===== config.mk =====
export PLATFORM = sky130hd
export DESIGN_NAME = pmc_device_flat
export DESIGN_NICKNAME = d
export VERILOG_FILES = /design/src/rtl/pmc_pkg.sv /design/src/rtl/pmc_if.sv /design/src/rtl/pmc_device.sv /design/src/rtl/pmc_timer.sv /design/src/flat_wrapper.sv
export SDC_FILE = /design/constraint.sdc
export NUM_CORES = 1
export LEC_CHECK = 0
export ABC_CLOCK_PERIOD_IN_PS = 3500
export BUFFER_PORTS_ARGS = -buffer_cell sky130_fd_sc_hd__buf_2
export CORE_UTILIZATION = 40
export DETAILED_ROUTE_END_ITERATION = 10
export GPL_ROUTABILITY_DRIVEN = 0
export SYNTH_ARGS = -nofsm -noshare
export SYNTH_HDL_FRONTEND = slang
export SYNTH_SLANG_ARGS = --single-unit

===== constraint.sdc =====
create_clock -name ref_clk -period 3.5 [get_ports ref_clk]
set_clock_uncertainty 0.1 [all_clocks]
set_input_delay 0.7 -clock ref_clk [delete_from_list [all_inputs] [get_ports ref_clk]]
set_output_delay 0.7 -clock ref_clk [all_outputs]
set_load 0.005 [all_outputs]

===== src/rtl/pmc_pkg.sv =====
package pmc_pkg;
   localparam int unsigned CLK_HZ                = 25000000;
   localparam int unsigned STARTUP_WAIT_US       = 1000;
   localparam int unsigned STARTUP_WAIT_CYC      = (STARTUP_WAIT_US * (CLK_HZ / 1000000));
   localparam int unsigned IDLE_TIMEOUT_CYC      = 250000;
   localparam int unsigned CNT_W                 = 32;
   localparam logic        RESET_FLAG_RST        = 1'b1;

   typedef enum logic [1:0]
   {
      PMC_SHUTDOWN,
      PMC_SLEEP,
      PMC_ACTIVE
   } pmc_state_t;
endpackage : pmc_pkg


===== src/rtl/pmc_if.sv =====
`timescale 1ns/10ps
`default_nettype none
interface pmc_if;
   logic wake_req;
   logic resume_req;
   logic sleep_command;
   logic shutdown_command;
   logic reset_flag_clear;
   logic reset_occurred_flag;
   logic fault_output_n;
   logic active;
   logic ready;

   modport dev
   (
      input  wake_req,
      input  resume_req,
      input  sleep_command,
      input  shutdown_command,
      input  reset_flag_clear,
      output reset_occurred_flag,
      output fault_output_n,
      output active,
      output ready
   );

   modport host
   (
      output wake_req,
      output resume_req,
      output sleep_command,
      output shutdown_command,
      output reset_flag_clear,
      input  reset_occurred_flag,
      input  fault_output_n,
      input  active,
      input  ready
   );
endinterface : pmc_if
`default_nettype wire


===== src/rtl/pmc_device.sv =====
`timescale 1ns/10ps
`default_nettype none
module pmc_device
   import pmc_pkg::*;
#(
   parameter int unsigned STARTUP_CYC = STARTUP_WAIT_CYC,
   parameter int unsigned IDLE_CYC    = IDLE_TIMEOUT_CYC
)
(
   input  wire logic ref_clk,
   input  wire logic srst,
   pmc_if.dev        lnk,
   input  wire logic is_base,
   input  wire logic wake_pin_req,
   input  wire logic chain_wake_tone,
   input  wire logic chain_resume_tone,
   input  wire logic thermal_shutdown,
   input  wire logic idle_timeout_en,
   input  wire logic valid_frame,
   input  wire logic heartbeat_en,
   output logic      defaults_load,
   output logic      wake_forward,
   output logic      resume_forward,
   output logic      heartbeat_run,
   output logic      en_limit_comparators,
   output logic      en_balancing,
   output logic      en_shutdown_detect,
   output logic      en_fault_tone,
   output logic      en_resume_detect,
   output logic      en_wake_detect,
   output logic      en_gpio_fault,
   output logic      en_nvm_crc,
   output logic      en_comms,
   output logic      en_adc,
   output logic      en_spi_master,
   output logic      en_comm_timeout,
   output logic      ready_o,
   output logic [1:0] state_o
);
   pmc_state_t state_r;
   pmc_state_t state_nxt;
   logic       flag_r;
   logic       flag_nxt;
   logic       dflt_r;
   logic       dflt_nxt;
   logic       wfwd_r;
   logic       wfwd_nxt;
   logic       rfwd_r;
   logic       rfwd_nxt;
   logic       hb_r;
   logic       hb_nxt;
   logic       starting_r;
   logic       starting_nxt;
   logic       wake_any;
   logic       resume_any;
   logic       idle_expired;
   logic       startup_done;
   logic       wake_event;
   logic       act_r;
   logic       act_nxt;
   logic       rdy_r;
   logic       rdy_nxt;
   logic       flt_n_r;
   logic       flt_n_nxt;
   logic       awake_r;
   logic       awake_nxt;

   // Base devices listen to the pin and serial line; stack devices to the chain.
   assign wake_any   = is_base ? (wake_pin_req | lnk.wake_req) : chain_wake_tone;
   assign resume_any = is_base ? lnk.resume_req : chain_resume_tone;

   pmc_timer #(.LIMIT(IDLE_CYC)) u_idle
   (
      .ref_clk (ref_clk),
      .srst    (srst),
      .restart (valid_frame),
      .run     (idle_timeout_en && state_r == PMC_ACTIVE),
      .expired (idle_expired)
   );

   pmc_timer #(.LIMIT(STARTUP_CYC)) u_start
   (
      .ref_clk (ref_clk),
      .srst    (srst),
      .restart (wake_event),
      .run     (starting_r),
      .expired (startup_done)
   );

   always_comb
   begin
      state_nxt    = state_r;
      flag_nxt     = flag_r;
      dflt_nxt     = 1'b0;
      wfwd_nxt     = 1'b0;
      rfwd_nxt     = 1'b0;
      starting_nxt = starting_r;
      wake_event   = 1'b0;
      case (state_r)
         PMC_SHUTDOWN:
         begin
            if (wake_any)
            begin
               state_nxt  = PMC_ACTIVE;
               dflt_nxt   = 1'b1;
               flag_nxt   = 1'b1;
               wake_event = 1'b1;
            end
         end
         PMC_SLEEP:
         begin
            if (wake_any)
            begin
               state_nxt  = PMC_ACTIVE;
               dflt_nxt   = 1'b1;
               flag_nxt   = 1'b1;
               wake_event = 1'b1;
            end
            else if (resume_any)
            begin
               state_nxt = PMC_ACTIVE;
            end
         end
         PMC_ACTIVE:
         begin
            if (thermal_shutdown || lnk.shutdown_command || idle_expired)
            begin
               state_nxt = PMC_SHUTDOWN;
            end
            else if (wake_any)
            begin
               dflt_nxt   = 1'b1;
               wfwd_nxt   = 1'b1;
               flag_nxt   = 1'b1;
               wake_event = 1'b1;
            end
            else if (lnk.sleep_command)
            begin
               state_nxt = PMC_SLEEP;
            end
            else if (resume_any)
            begin
               rfwd_nxt = 1'b1;
            end
         end
         default:
         begin
            state_nxt = PMC_SHUTDOWN;
         end
      endcase
      // A flag set in the same cycle as its clear wins.
      if (lnk.reset_flag_clear && state_r == PMC_ACTIVE && !wake_event)
      begin
         flag_nxt = 1'b0;
      end
      if (wake_event)
      begin
         starting_nxt = 1'b1;
      end
      else if (startup_done || state_nxt != PMC_ACTIVE)
      begin
         starting_nxt = 1'b0;
      end
      hb_nxt = heartbeat_en && !flag_nxt && state_nxt == PMC_ACTIVE;
      // Mode outputs are loaded from the next state so they switch with the state itself.
      act_nxt   = (state_nxt == PMC_ACTIVE);
      rdy_nxt   = act_nxt && !starting_nxt;
      flt_n_nxt = !flag_nxt;
      awake_nxt = (state_nxt != PMC_SHUTDOWN);
   end

   always_ff @(posedge ref_clk)
   begin
      if (srst)
      begin
         state_r    <= PMC_SHUTDOWN;
         flag_r     <= RESET_FLAG_RST;
         dflt_r     <= 1'b1;
         wfwd_r     <= 1'b0;
         rfwd_r     <= 1'b0;
         hb_r       <= 1'b0;
         starting_r <= 1'b0;
         act_r      <= 1'b0;
         rdy_r      <= 1'b0;
         flt_n_r    <= ~RESET_FLAG_RST;
         awake_r    <= 1'b0;
      end
      else
      begin
         state_r    <= state_nxt;
         flag_r     <= flag_nxt;
         dflt_r     <= dflt_nxt;
         wfwd_r     <= wfwd_nxt;
         rfwd_r     <= rfwd_nxt;
         hb_r       <= hb_nxt;
         starting_r <= starting_nxt;
         act_r      <= act_nxt;
         rdy_r      <= rdy_nxt;
         flt_n_r    <= flt_n_nxt;
         awake_r    <= awake_nxt;
      end
   end

   assign lnk.reset_occurred_flag = flag_r;
   assign lnk.fault_output_n      = flt_n_r;
   assign lnk.active              = act_r;
   assign lnk.ready               = rdy_r;
   assign ready_o                 = lnk.ready;
   assign state_o                 = state_r;
   assign defaults_load           = dflt_r;
   assign wake_forward            = wfwd_r;
   assign resume_forward          = rfwd_r;
   assign heartbeat_run           = hb_r;

   // Function enables other than en_wake_detect, which is tied high, come from registers that track the state on the same edge.
   assign en_limit_comparators = awake_r;
   assign en_balancing         = awake_r;
   assign en_shutdown_detect   = awake_r;
   assign en_fault_tone        = awake_r;
   assign en_resume_detect     = awake_r;
   assign en_wake_detect       = 1'b1;
   assign en_gpio_fault        = awake_r;
   assign en_nvm_crc           = awake_r;
   assign en_comms             = act_r;
   assign en_adc               = act_r;
   assign en_spi_master        = act_r;
   assign en_comm_timeout      = act_r;
endmodule : pmc_device
`default_nettype wire


===== src/rtl/pmc_timer.sv =====
`timescale 1ns/10ps
`default_nettype none
module pmc_timer
   import pmc_pkg::*;
#(
   parameter int unsigned LIMIT = 16
)
(
   input  wire logic ref_clk,
   input  wire logic srst,
   input  wire logic restart,
   input  wire logic run,
   output logic      expired
);
   logic [CNT_W-1:0] cnt_r;
   logic [CNT_W-1:0] cnt_nxt;
   logic             exp_r;
   logic             exp_nxt;

   always_comb
   begin
      cnt_nxt = cnt_r;
      exp_nxt = 1'b0;
      if (restart || !run)
      begin
         cnt_nxt = '0;
      end
      else if (cnt_r >= CNT_W'(LIMIT - 1))
      begin
         exp_nxt = 1'b1;
         cnt_nxt = '0;
      end
      else
      begin
         cnt_nxt = cnt_r + 1'b1;
      end
   end

   always_ff @(posedge ref_clk)
   begin
      if (srst)
      begin
         cnt_r <= '0;
         exp_r <= 1'b0;
      end
      else
      begin
         cnt_r <= cnt_nxt;
         exp_r <= exp_nxt;
      end
   end

   assign expired = exp_r;
endmodule : pmc_timer
`default_nettype wire


===== src/flat_wrapper.sv =====
// flat-port wrapper written by rule: the top's interface ports become plain ports
module pmc_device_flat import pmc_pkg::*;
#(
   parameter int unsigned STARTUP_CYC = STARTUP_WAIT_CYC,
   parameter int unsigned IDLE_CYC    = IDLE_TIMEOUT_CYC
)
  (ref_clk, srst, is_base, wake_pin_req, chain_wake_tone, chain_resume_tone, thermal_shutdown, idle_timeout_en, valid_frame, heartbeat_en, defaults_load, wake_forward, resume_forward, heartbeat_run, en_limit_comparators, en_balancing, en_shutdown_detect, en_fault_tone, en_resume_detect, en_wake_detect, en_gpio_fault, en_nvm_crc, en_comms, en_adc, en_spi_master, en_comm_timeout, ready_o, state_o, lnk_wake_req, lnk_resume_req, lnk_sleep_command, lnk_shutdown_command, lnk_reset_flag_clear, lnk_reset_occurred_flag, lnk_fault_output_n, lnk_active, lnk_ready);
  pmc_if lnk_i ();
  input  wire logic ref_clk;
  input  wire logic srst;
  input  wire logic is_base;
  input  wire logic wake_pin_req;
  input  wire logic chain_wake_tone;
  input  wire logic chain_resume_tone;
  input  wire logic thermal_shutdown;
  input  wire logic idle_timeout_en;
  input  wire logic valid_frame;
  input  wire logic heartbeat_en;
  output logic defaults_load;
  output logic wake_forward;
  output logic resume_forward;
  output logic heartbeat_run;
  output logic en_limit_comparators;
  output logic en_balancing;
  output logic en_shutdown_detect;
  output logic en_fault_tone;
  output logic en_resume_detect;
  output logic en_wake_detect;
  output logic en_gpio_fault;
  output logic en_nvm_crc;
  output logic en_comms;
  output logic en_adc;
  output logic en_spi_master;
  output logic en_comm_timeout;
  output logic ready_o;
  output logic [1:0] state_o;
  input wire logic [$bits(lnk_i.wake_req)-1:0] lnk_wake_req;
  input wire logic [$bits(lnk_i.resume_req)-1:0] lnk_resume_req;
  input wire logic [$bits(lnk_i.sleep_command)-1:0] lnk_sleep_command;
  input wire logic [$bits(lnk_i.shutdown_command)-1:0] lnk_shutdown_command;
  input wire logic [$bits(lnk_i.reset_flag_clear)-1:0] lnk_reset_flag_clear;
  output wire logic [$bits(lnk_i.reset_occurred_flag)-1:0] lnk_reset_occurred_flag;
  output wire logic [$bits(lnk_i.fault_output_n)-1:0] lnk_fault_output_n;
  output wire logic [$bits(lnk_i.active)-1:0] lnk_active;
  output wire logic [$bits(lnk_i.ready)-1:0] lnk_ready;
  assign lnk_i.wake_req = lnk_wake_req;
  assign lnk_i.resume_req = lnk_resume_req;
  assign lnk_i.sleep_command = lnk_sleep_command;
  assign lnk_i.shutdown_command = lnk_shutdown_command;
  assign lnk_i.reset_flag_clear = lnk_reset_flag_clear;
  assign lnk_reset_occurred_flag = lnk_i.reset_occurred_flag;
  assign lnk_fault_output_n = lnk_i.fault_output_n;
  assign lnk_active = lnk_i.active;
  assign lnk_ready = lnk_i.ready;
  pmc_device #(.STARTUP_CYC(STARTUP_CYC), .IDLE_CYC(IDLE_CYC)) u_core (.ref_clk(ref_clk), .srst(srst), .lnk(lnk_i), .is_base(is_base), .wake_pin_req(wake_pin_req), .chain_wake_tone(chain_wake_tone), .chain_resume_tone(chain_resume_tone), .thermal_shutdown(thermal_shutdown), .idle_timeout_en(idle_timeout_en), .valid_frame(valid_frame), .heartbeat_en(heartbeat_en), .defaults_load(defaults_load), .wake_forward(wake_forward), .resume_forward(resume_forward), .heartbeat_run(heartbeat_run), .en_limit_comparators(en_limit_comparators), .en_balancing(en_balancing), .en_shutdown_detect(en_shutdown_detect), .en_fault_tone(en_fault_tone), .en_resume_detect(en_resume_detect), .en_wake_detect(en_wake_detect), .en_gpio_fault(en_gpio_fault), .en_nvm_crc(en_nvm_crc), .en_comms(en_comms), .en_adc(en_adc), .en_spi_master(en_spi_master), .en_comm_timeout(en_comm_timeout), .ready_o(ready_o), .state_o(state_o));
endmodule

==> out/qor.txt, run 1 <==
Clk sink count: 78
Cell Area, Synth: 2860 um2
Minimum clock period: 2290 ps
Post-Layout Cell Count: 439
Worst Path Required: 3640 ps
Post-CTS Resized: 0
Cell Area, Placed: 3160 um2
Largest net degree at the start of global routing: 19
Core ar.: 6830 um2
Final setup fails: 0
R2R setup slack: 1470 ps
Actual slew at the worst max-slew pin: 694 ps
R2R depth: 5
Min-delay src: u_core.u_start.cnt_r[0]
Power share of the combinational group: 3.4%
Critical-path cell list: buf_2, or3b_2, a31oi_1, nand4_2, nor3_1
WS Path Type: in -> reg
Fill cell count: 673
Vias in the first global route: 1894
Final Cell Area: 3320 um2
Antenna cells: 0
WL per Instance: 10.7 um
Clk pwr share: 36.5%
CTS clock-pin slew for the worst setup and hold paths: 80 ps
Static leakage: 1.26 nW
Die H: 86.5 um
Dominant cell type by area after synthesis: dfxtp_1
Layout cells sized above 1: 18.4%
Pre-CTS setup slack: 821 ps
Placed insts: 424
Vias per Instance: 4.64
Top cell type's share of synthesized area: 54.6%
Status: finished clean
CP startpoint: lnk_wake_req
Drt initial violations: 37
Synth Instances: 281
Num CTS Buffers: 9
Max incr delay on CP: 490 ps
Final period utilization: 65.5%
Die area: 7490 um2
Synthesized flop and latch total: 78
Final setup TNS: 0 ps
Post-CTS setup buffers: 0
Yosys cell types: 45
Power Total: 1.54 mW
Seq pwr share: 60.1%
Total GRT Usage: 14.6%
Die Width: 86.5 um
Net Switching: 0.347 mW
Drt pass-1 iters: 4
Most frequent cells in the layout: 78 x dfxtp_1, 36 x nor3_1, 36 x buf_2
Int Pwr: 1.19 mW
H-tree levels: 3
Starting Density: 41.8%
CP max-delay cell: or3b_2
Worst skew pair latency: 330 ps
Worst setup SP type: primary input
Final HPWL DP: 3330 um
Via count: 2039
Clk buf depth: 2
Sequential cell area fraction in the yosys report: 54.6%
Max cap viols: 0
Number of remaining DRC errors: 0
Final worst slack: 1210 ps
Final Max Tran Viols: 0
Fmax achieved: 0.436 GHz
Switching fraction of total power: 22.6%
Reg2reg start: u_core.u_idle.cnt_r[0]
Ys Warns: 0
Initial antenna violation count: 0
Clock Tree Root: clkbuf_8
Avg Cell Area, Syn: 10.2 um2
I/O Buffers: 36
Hold-fix buffers, CTS: 0
Site Rows: 30
Worst Path Arrival: 2440 ps
VDD IR max: 253 uV
Top post-synthesis cells by area: dfxtp_1 55%, nor3_1 6.3%, xnor2_1 5.8%
CTS tree: built
Setup crit end: u_core.u_start.cnt_r[14]
Global-route wire length before repair: 8490 um
Unrepaired setup endpoints after global routing: no
Antenna viol nets, final: 0
Pwr Density: 463 nW/um2
Final WL: 4710 um
Most common cell after layout, fill and taps aside: dfxtp_1
R2r endpoint: u_core.u_idle.cnt_r[9]
Worst slew margin: 53.8%
Hold violation count in the final report: 0
Critical Path End Type: register
Max FO, Critical Path: 15
GRT overflow: 0
Area Overhead vs Synth: 16.2%
I/O pin count: 38
# nets final: 356
Hold Path Class: reg -> reg
[worst max-delay path: cells and delay by family]
kind,cells,cell delay (ps)
AND/OR/NAND/NOR,3,1250
AO/OA/AOI/OAI,1,390
buffers and inverters,1,90
[logic make-up (layout without fill, tap and decap cells)]
| kind of cell | count (synthesis) | in the layout | synth area share, % |
|---|---|---|---|
| muxes | 1 | 1 | 0.350 |
| other | 2 | 32 | 0.263 |
| adders and majority gates | 2 | 2 | 0.875 |
| xor gates and xnor gates | 24 | 24 | 7.35 |
| DFF | 78 | 78 | 54.6 |
| and+or+nand+nor | 120 | 120 | 24.0 |
| buffers and inverters | 27 | 59 | 5.30 |
| AOI/OAI and AO/OA | 27 | 27 | 7.26 |
[state kept, by name, summed over array words and instances (netlist names)]
register	count
u_core.defaults_load	1
u_core.en_adc	1
u_core.en_balancing	1
u_core.heartbeat_run	1
u_core.lnk.fault_output_n	1
u_core.lnk.ready	1
u_core.lnk.reset_occurred_flag	1
u_core.resume_forward	1
u_core.starting_r	1
u_core.state_o	2
u_core.u_idle.cnt_r	32
u_core.u_idle.expired	1
u_core.u_start.cnt_r	32
u_core.u_start.expired	1
u_core.wake_forward	1
[area by class of cell]
class,instances,area [um2],share of cell area (%)
clock buffer,9,124,3.73
clock inverter,6,40.0,1.20
inverter,7,26.3,0.791
multi-input combinational,206,1260,38.0
sequential,78,1560,47.0
tap,96,120,3.61
timing repair buffer,37,188,5.65
[synth_stat cells, drive strengths merged]
library cell	number
a211o	1
a211oi	7
a21bo	3
a21boi	1
a21oi	3
a31oi	4
a32oi	1
and2	3
and3	5
and4	1
buf	16
clkbuf	4
conb	2
dfxtp	78
ha	2
inv	7
mux2i	1
nand2	15
nand2b	3
nand3	11
nand3b	4
nand4	7
nor2	6
nor2b	1
nor3	37
nor3b	3
nor4	12
nor4b	2
o211a	1
o311a	1
o311ai	1
o31ai	3
o41ai	1
or2	3
or3b	2
or4	5
xnor2	19
xor2	5
[per-stage QoR]
step | utilization [%] | hold slack, ps
after floorplan | - | 330
after global placement | 46.2 | 350
after detailed placement | 46.2 | 352
after CTS | 48.6 | 365
after global routing | 48.6 | 396
final | 48.6 | 366
[layer usage]
metal	share of wire (%)	vias to the layer above	global-route usage [%]
met5	0	-	0
met4	2.4	0	8.18
met3	3.5	8	3.62
met2	44	31	22.7
met1	50	915	18.6
li1	-	1085	-
[power by group through the flow]
| stage | sequential, mW | combinational (mW) | clock [mW] |
|---|---|---|---|
| floorplan | 0.944 | 0.0393 | 0 |
| global placement | 0.945 | 0.0531 | 0 |
| detailed placement | 0.946 | 0.0527 | 0 |
| CTS | 0.925 | 0.0529 | 0.588 |
| global route | 0.928 | 0.0608 | 0.628 |
| finish | 0.925 | 0.0529 | 0.561 |
[worst min-delay path by stage]
| stage | slack (ps) | depth (start not counted) | to |
|---|---|---|---|
| floorplan | 330 | 1 | u_core.u_start.cnt_r[0] |
| global placement | 350 | 1 | u_core.lnk.fault_output_n |
| detailed placement | 350 | 1 | u_core.lnk.fault_output_n |
| CTS | 360 | 1 | u_core.lnk.fault_output_n |
| global route | 400 | 1 | u_core.lnk.fault_output_n |
| finish | 370 | 1 | u_core.u_start.cnt_r[0] |
Power figures use the tool's default switching activity.
==> run 2, diff against run 1 <==
--- a/config.mk
+++ b/config.mk
@@ -5,7 +5,7 @@
 export SDC_FILE = /design/constraint.sdc
 export NUM_CORES = 1
 export LEC_CHECK = 0
-export ABC_CLOCK_PERIOD_IN_PS = 3500
+export ABC_CLOCK_PERIOD_IN_PS = 2000
 export BUFFER_PORTS_ARGS = -buffer_cell sky130_fd_sc_hd__buf_2
 export CORE_UTILIZATION = 40
 export DETAILED_ROUTE_END_ITERATION = 10
==> constraint.sdc (replaced) <==
create_clock -name ref_clk -period 2 [get_ports ref_clk]
set_clock_uncertainty 0.1 [all_clocks]
set_input_delay 0.4 -clock ref_clk [delete_from_list [all_inputs] [get_ports ref_clk]]
set_output_delay 0.4 -clock ref_clk [all_outputs]
set_load 0.005 [all_outputs]
==> run 2 against run 1 <==
Sequential power rose by 75%. Largest cell class unchanged. Final area increased by 7.2%. Non-clock buffer count up 19. Final cell count increased by 4.6%. Wire length increased by 5.6%. Register-to-register slack got worse by 1400 ps. Clock-buffer cell count grew 1. Critical path depth unchanged. Via count increased by 4.5%.
==> out/qor.txt, run 2 (synthesis gave the netlist of run 1 again) <==
Cell Area, Placed: 3310 um2
Fmax achieved: 0.530 GHz
Site Rows: 30
Antenna viol nets, final: 0
Starting Density: 41.8%
DR top layer: met4
Initial antenna violation count: 0
CP Buf/Inv Count: 0
Clk buf depth: 2
Final Cell Area: 3560 um2
I/O Buffers: 36
CTS clock-pin slew for the worst setup and hold paths: 80 ps
Vias in the first global route: 2067
Num CTS Buffers: 9
# nets final: 375
Drt initial violations: 56
Drt pass-1 iters: 4
Pwr Density: 830 nW/um2
Min-delay src: lnk_sleep_command
CP max-delay cell: or4_1
Hold-fix buffers, CTS: 0
Clock Tree Root: clkbuf_8
Final period utilization: 94.3%
Global-route wire length before repair: 8860 um
Delay-heaviest family, CP: simple AND/OR/NAND/NOR gates
Hold violation count in the final report: 0
Most frequent cells in the layout: 76 x dfxtp_1, 36 x nor3_1, 36 x buf_2
Core ar.: 6830 um2
Die area: 7490 um2
Final Max Tran Viols: 0
Metal2 WL: 2420 um
WS Path Type: reg -> reg
Final WL: 4970 um
Minimum clock period: 1890 ps
Hold_ws: 143 ps
Max incr delay on CP: 460 ps
Hold Path Class: in -> reg
GRT overflow: 0
Vias per Instance: 4.64
Worst Path Required: 2150 ps
Die H: 86.5 um
Max cap viols: 0
H-tree levels: 3
Die Width: 86.5 um
Via count: 2131
WL per Instance: 10.8 um
Clk sink count: 78
Critical-path cell list: ha_2, nand3_2, or2_4, or4_1, a211oi_1
Total GRT Usage: 15.2%
Critical Path End Type: register
Antenna cells: 0
VDD IR max: 394 uV
Worst setup SP type: register
Most common cell after layout, fill and taps aside: dfxtp_1
Final HPWL DP: 3630 um
Largest net degree at the start of global routing: 19
CTS tree: built
Worst Path Arrival: 2040 ps
Reg2reg start: u_core.u_idle.cnt_r[0]
Fill cell count: 671
DR WL met3: 228 um
Layout cells sized above 1: 24.0%
Met1 WL: 2270 um
Max FO, Critical Path: 5
Final core utilization: 52.1%
Final setup fails: 0
Area Overhead vs Synth: 24.6%
Number of remaining DRC errors: 0
CP startpoint: u_core.u_idle.cnt_r[0]
Static leakage: 1.38 nW
Worst skew pair latency: 340 ps
I/O pin count: 38
Status: finished clean
==> run 2: changes by cell type in the layout (fill, tap and decap cells not counted), sizes merged <==
cell	change
buf	+19
bufinv	+2
clkbuf	+1
clkinv	-2
==> run 2: worst paths after layout <==
path / slack (ps) / cells after the start / end
min reg2reg: 370 / 1 / u_core.lnk.fault_output_n
min: 140 / 2 / u_core.resume_forward
max reg2reg: 110 / 5 / u_core.u_idle.cnt_r[16]
max: 110 / 5 / u_core.u_idle.cnt_r[16]
==> run 2: final cells by class <==
| cell class | instances | area (um2) | share of cell area (%) |
|---|---|---|---|
| multi-input cells | 206 | 1280 | 36.0 |
| repair buffers | 56 | 355 | 9.98 |
| inverters | 7 | 26.3 | 0.738 |
| clock buffers | 10 | 128 | 3.58 |
| flip-flops and latches | 78 | 1560 | 43.9 |
| clock inverters | 6 | 86.3 | 2.42 |
| well taps | 96 | 120 | 3.37 |
==> run 2: what timing repair did <==
action,in CTS,in global routing
pin swaps,0,1
gates resized for setup,1,5
gates cloned,0,0
buffers inserted,0,1
setup endpoints to repair,16,4
==> run 2: routing by layer <==
metal | global-route usage, % | vias to the layer above
met3 | 5.52 | 6
met2 | 25.6 | 37
met1 | 17.4 | 966
met4 | 6.21 | 0
met5 | 0 | -
li1 | - | 1122
==> run 2: power breakdown <==
group | switching [mW] | internal [mW] | leakage [nW]
logic | 0.0499 | 0.0504 | 0.633
registers | 0.0171 | 1.60 | 0.643
clock network | 0.538 | 0.701 | 0.106
==> run 2: per-stage QoR <==
stage	cells	total power [mW]	setup slack [ps]	TNS, ps
floorplan	311	1.72	26.4	0
global placement	442	1.75	-25.9	-26.1
detailed placement	442	1.75	-54.2	-496
CTS	458	3.01	21.9	0
global route	459	3.10	-5.92	-5.92
finish	459	2.96	113	0
==> run 3, diff against run 2 <==
--- a/config.mk
+++ b/config.mk
@@ -5,7 +5,7 @@
 export SDC_FILE = /design/constraint.sdc
 export NUM_CORES = 1
 export LEC_CHECK = 0
-export ABC_CLOCK_PERIOD_IN_PS = 2000
+export ABC_CLOCK_PERIOD_IN_PS = 2260
 export BUFFER_PORTS_ARGS = -buffer_cell sky130_fd_sc_hd__buf_2
 export CORE_UTILIZATION = 40
 export DETAILED_ROUTE_END_ITERATION = 10
==> constraint.sdc (replaced) <==
create_clock -name ref_clk -period 2.26 [get_ports ref_clk]
set_clock_uncertainty 0.1 [all_clocks]
set_input_delay 0.452 -clock ref_clk [delete_from_list [all_inputs] [get_ports ref_clk]]
set_output_delay 0.452 -clock ref_clk [all_outputs]
set_load 0.005 [all_outputs]
==> run 3 against run 2 <==
Sequential cell count unchanged. Clock-buffer cell count up 1. First-iteration DRC count increased by 3.6%. Sequential power down 12%. Fmax down 6.6%. Combinational power is 16% lower. Hold slack better by 56 ps. Critical path type unchanged. Critical endpoint unchanged. Largest power group unchanged. Highest routed layer unchanged.
==> out/qor.txt, run 3 (synthesis gave the netlist of run 1 again) <==
Worst Path Arrival: 2170 ps
Pwr Density: 748 nW/um2
Max FO, Critical Path: 6
Clk buf depth: 2
Unrepaired setup endpoints after global routing: no
Worst slew margin: 54.6%
Core ar.: 6830 um2
Final HPWL DP: 3410 um
Max cap viols: 0
Hold violation count in the final report: 0
Largest net degree at the start of global routing: 19
Drt pass-1 iters: 4
Initial antenna violation count: 0
Worst setup SP type: register
Vias in the first global route: 1952
Final Max Tran Viols: 0
Final WL: 4790 um
Via count: 2067
Critical-path cell list: ha_1, nand3_1, or2_1, or4_1, a211oi_1
Die area: 7490 um2
Final worst slack: 240 ps
# nets final: 362
Pre-CTS setup slack: 201 ps
Final Cell Area: 3430 um2
H-tree levels: 3
Status: finished clean
Clk sink count: 78
Final setup fails: 0
Starting Density: 41.8%
Layout cells sized above 1: 20.0%
Global-route wire length before repair: 8580 um
Actual slew at the worst max-slew pin: 679 ps
Drt initial violations: 58
Num CTS Buffers: 9
Critical Path End Type: register
Static leakage: 1.30 nW
Die Width: 86.5 um
Worst skew pair latency: 340 ps
Site Rows: 30
Fill cell count: 674
Power Total: 2.57 mW
VDD IR max: 582 uV
Area Overhead vs Synth: 20.1%
Final period utilization: 89.4%
Area taken by multi-input logic gates: 1270 um2
I/O pin count: 38
Worst Path Required: 2410 ps
Antenna cells: 0
WS Path Type: reg -> reg
WL per Instance: 10.7 um
Final core utilization: 50.3%
CP max-delay cell: or4_1
R2R setup slack: 240 ps
Die H: 86.5 um
Cell Area, Placed: 3220 um2
Fmax achieved: 0.495 GHz
CTS clock-pin slew for the worst setup and hold paths: 70 ps
Minimum clock period: 2020 ps
CP Buf/Inv Count: 0
Number of remaining DRC errors: 0
Hold Path Class: in -> reg
Max incr delay on CP: 480 ps
Delay-heaviest family, CP: simple AND/OR/NAND/NOR gates
Vias per Instance: 4.63
Most frequent cells in the layout: 78 x dfxtp_1, 36 x nor3_1, 36 x buf_2
Final setup TNS: 0 ps
Hold_ws: 199 ps
Post-Layout Cell Count: 446
Antenna viol nets, final: 0
Clock Tree Root: clkbuf_8
Most common cell after layout, fill and taps aside: dfxtp_1
CTS tree: built
Placed insts: 430
GRT overflow: 0
Register Area: 1560 um2
Total GRT Usage: 14.8%
I/O Buffers: 36
## run 3: cell types whose count changed in the layout (fill, tap and decap cells not counted), moves of 2 or more
cell and change:
dfxtp_2 -2, clkinvlp_4 +2, dfxtp_1 +2, clkbuf_8 +2, buf_4 -12
## run 3: power breakdown
group	switching, mW	total [mW]	internal, mW
Combinational	0.0418	0.0843	0.0425
Clock	0.482	1.05	0.568
Sequential	0.0169	1.43	1.41
## run 3: final timing paths
path | startpoint | endpoint | cells after the start
hold / removal | lnk_sleep_command | u_core.resume_forward | 2
setup / recovery | u_core.u_idle.cnt_r[0] | u_core.u_idle.cnt_r[16] | 5
setup reg to reg | u_core.u_idle.cnt_r[0] | u_core.u_idle.cnt_r[16] | 5
hold reg to reg | u_core.lnk.reset_occurred_flag | u_core.lnk.fault_output_n | 1
## run 3: timing repair
item	in CTS	in global routing
hold buffers	0	0
endpoints found under the hold margin	0	0
setup buffers	0	0
endpoints found under the setup margin	0	1
resized for setup	0	1
## run 3: area by class of cell
class	count	share of cell area [%]
inverters	7	0.765
clock inverters	5	1.68
flip-flops and latches	78	45.5
well taps	96	3.50
clock buffers	11	4.41
repair buffers	43	7.14
multi-input cells	206	37.0
## run 3: layer usage
| metal | part of all wire [%] | up-vias | GRT usage (%) |
|---|---|---|---|
| li1 | - | 1101 | - |
| met1 | 49 | 923 | 18.5 |
| met2 | 46 | 36 | 23.4 |
| met3 | 4.1 | 7 | 5.71 |
| met4 | 1.0 | 0 | 5.00 |
| met5 | 0 | - | 0 |
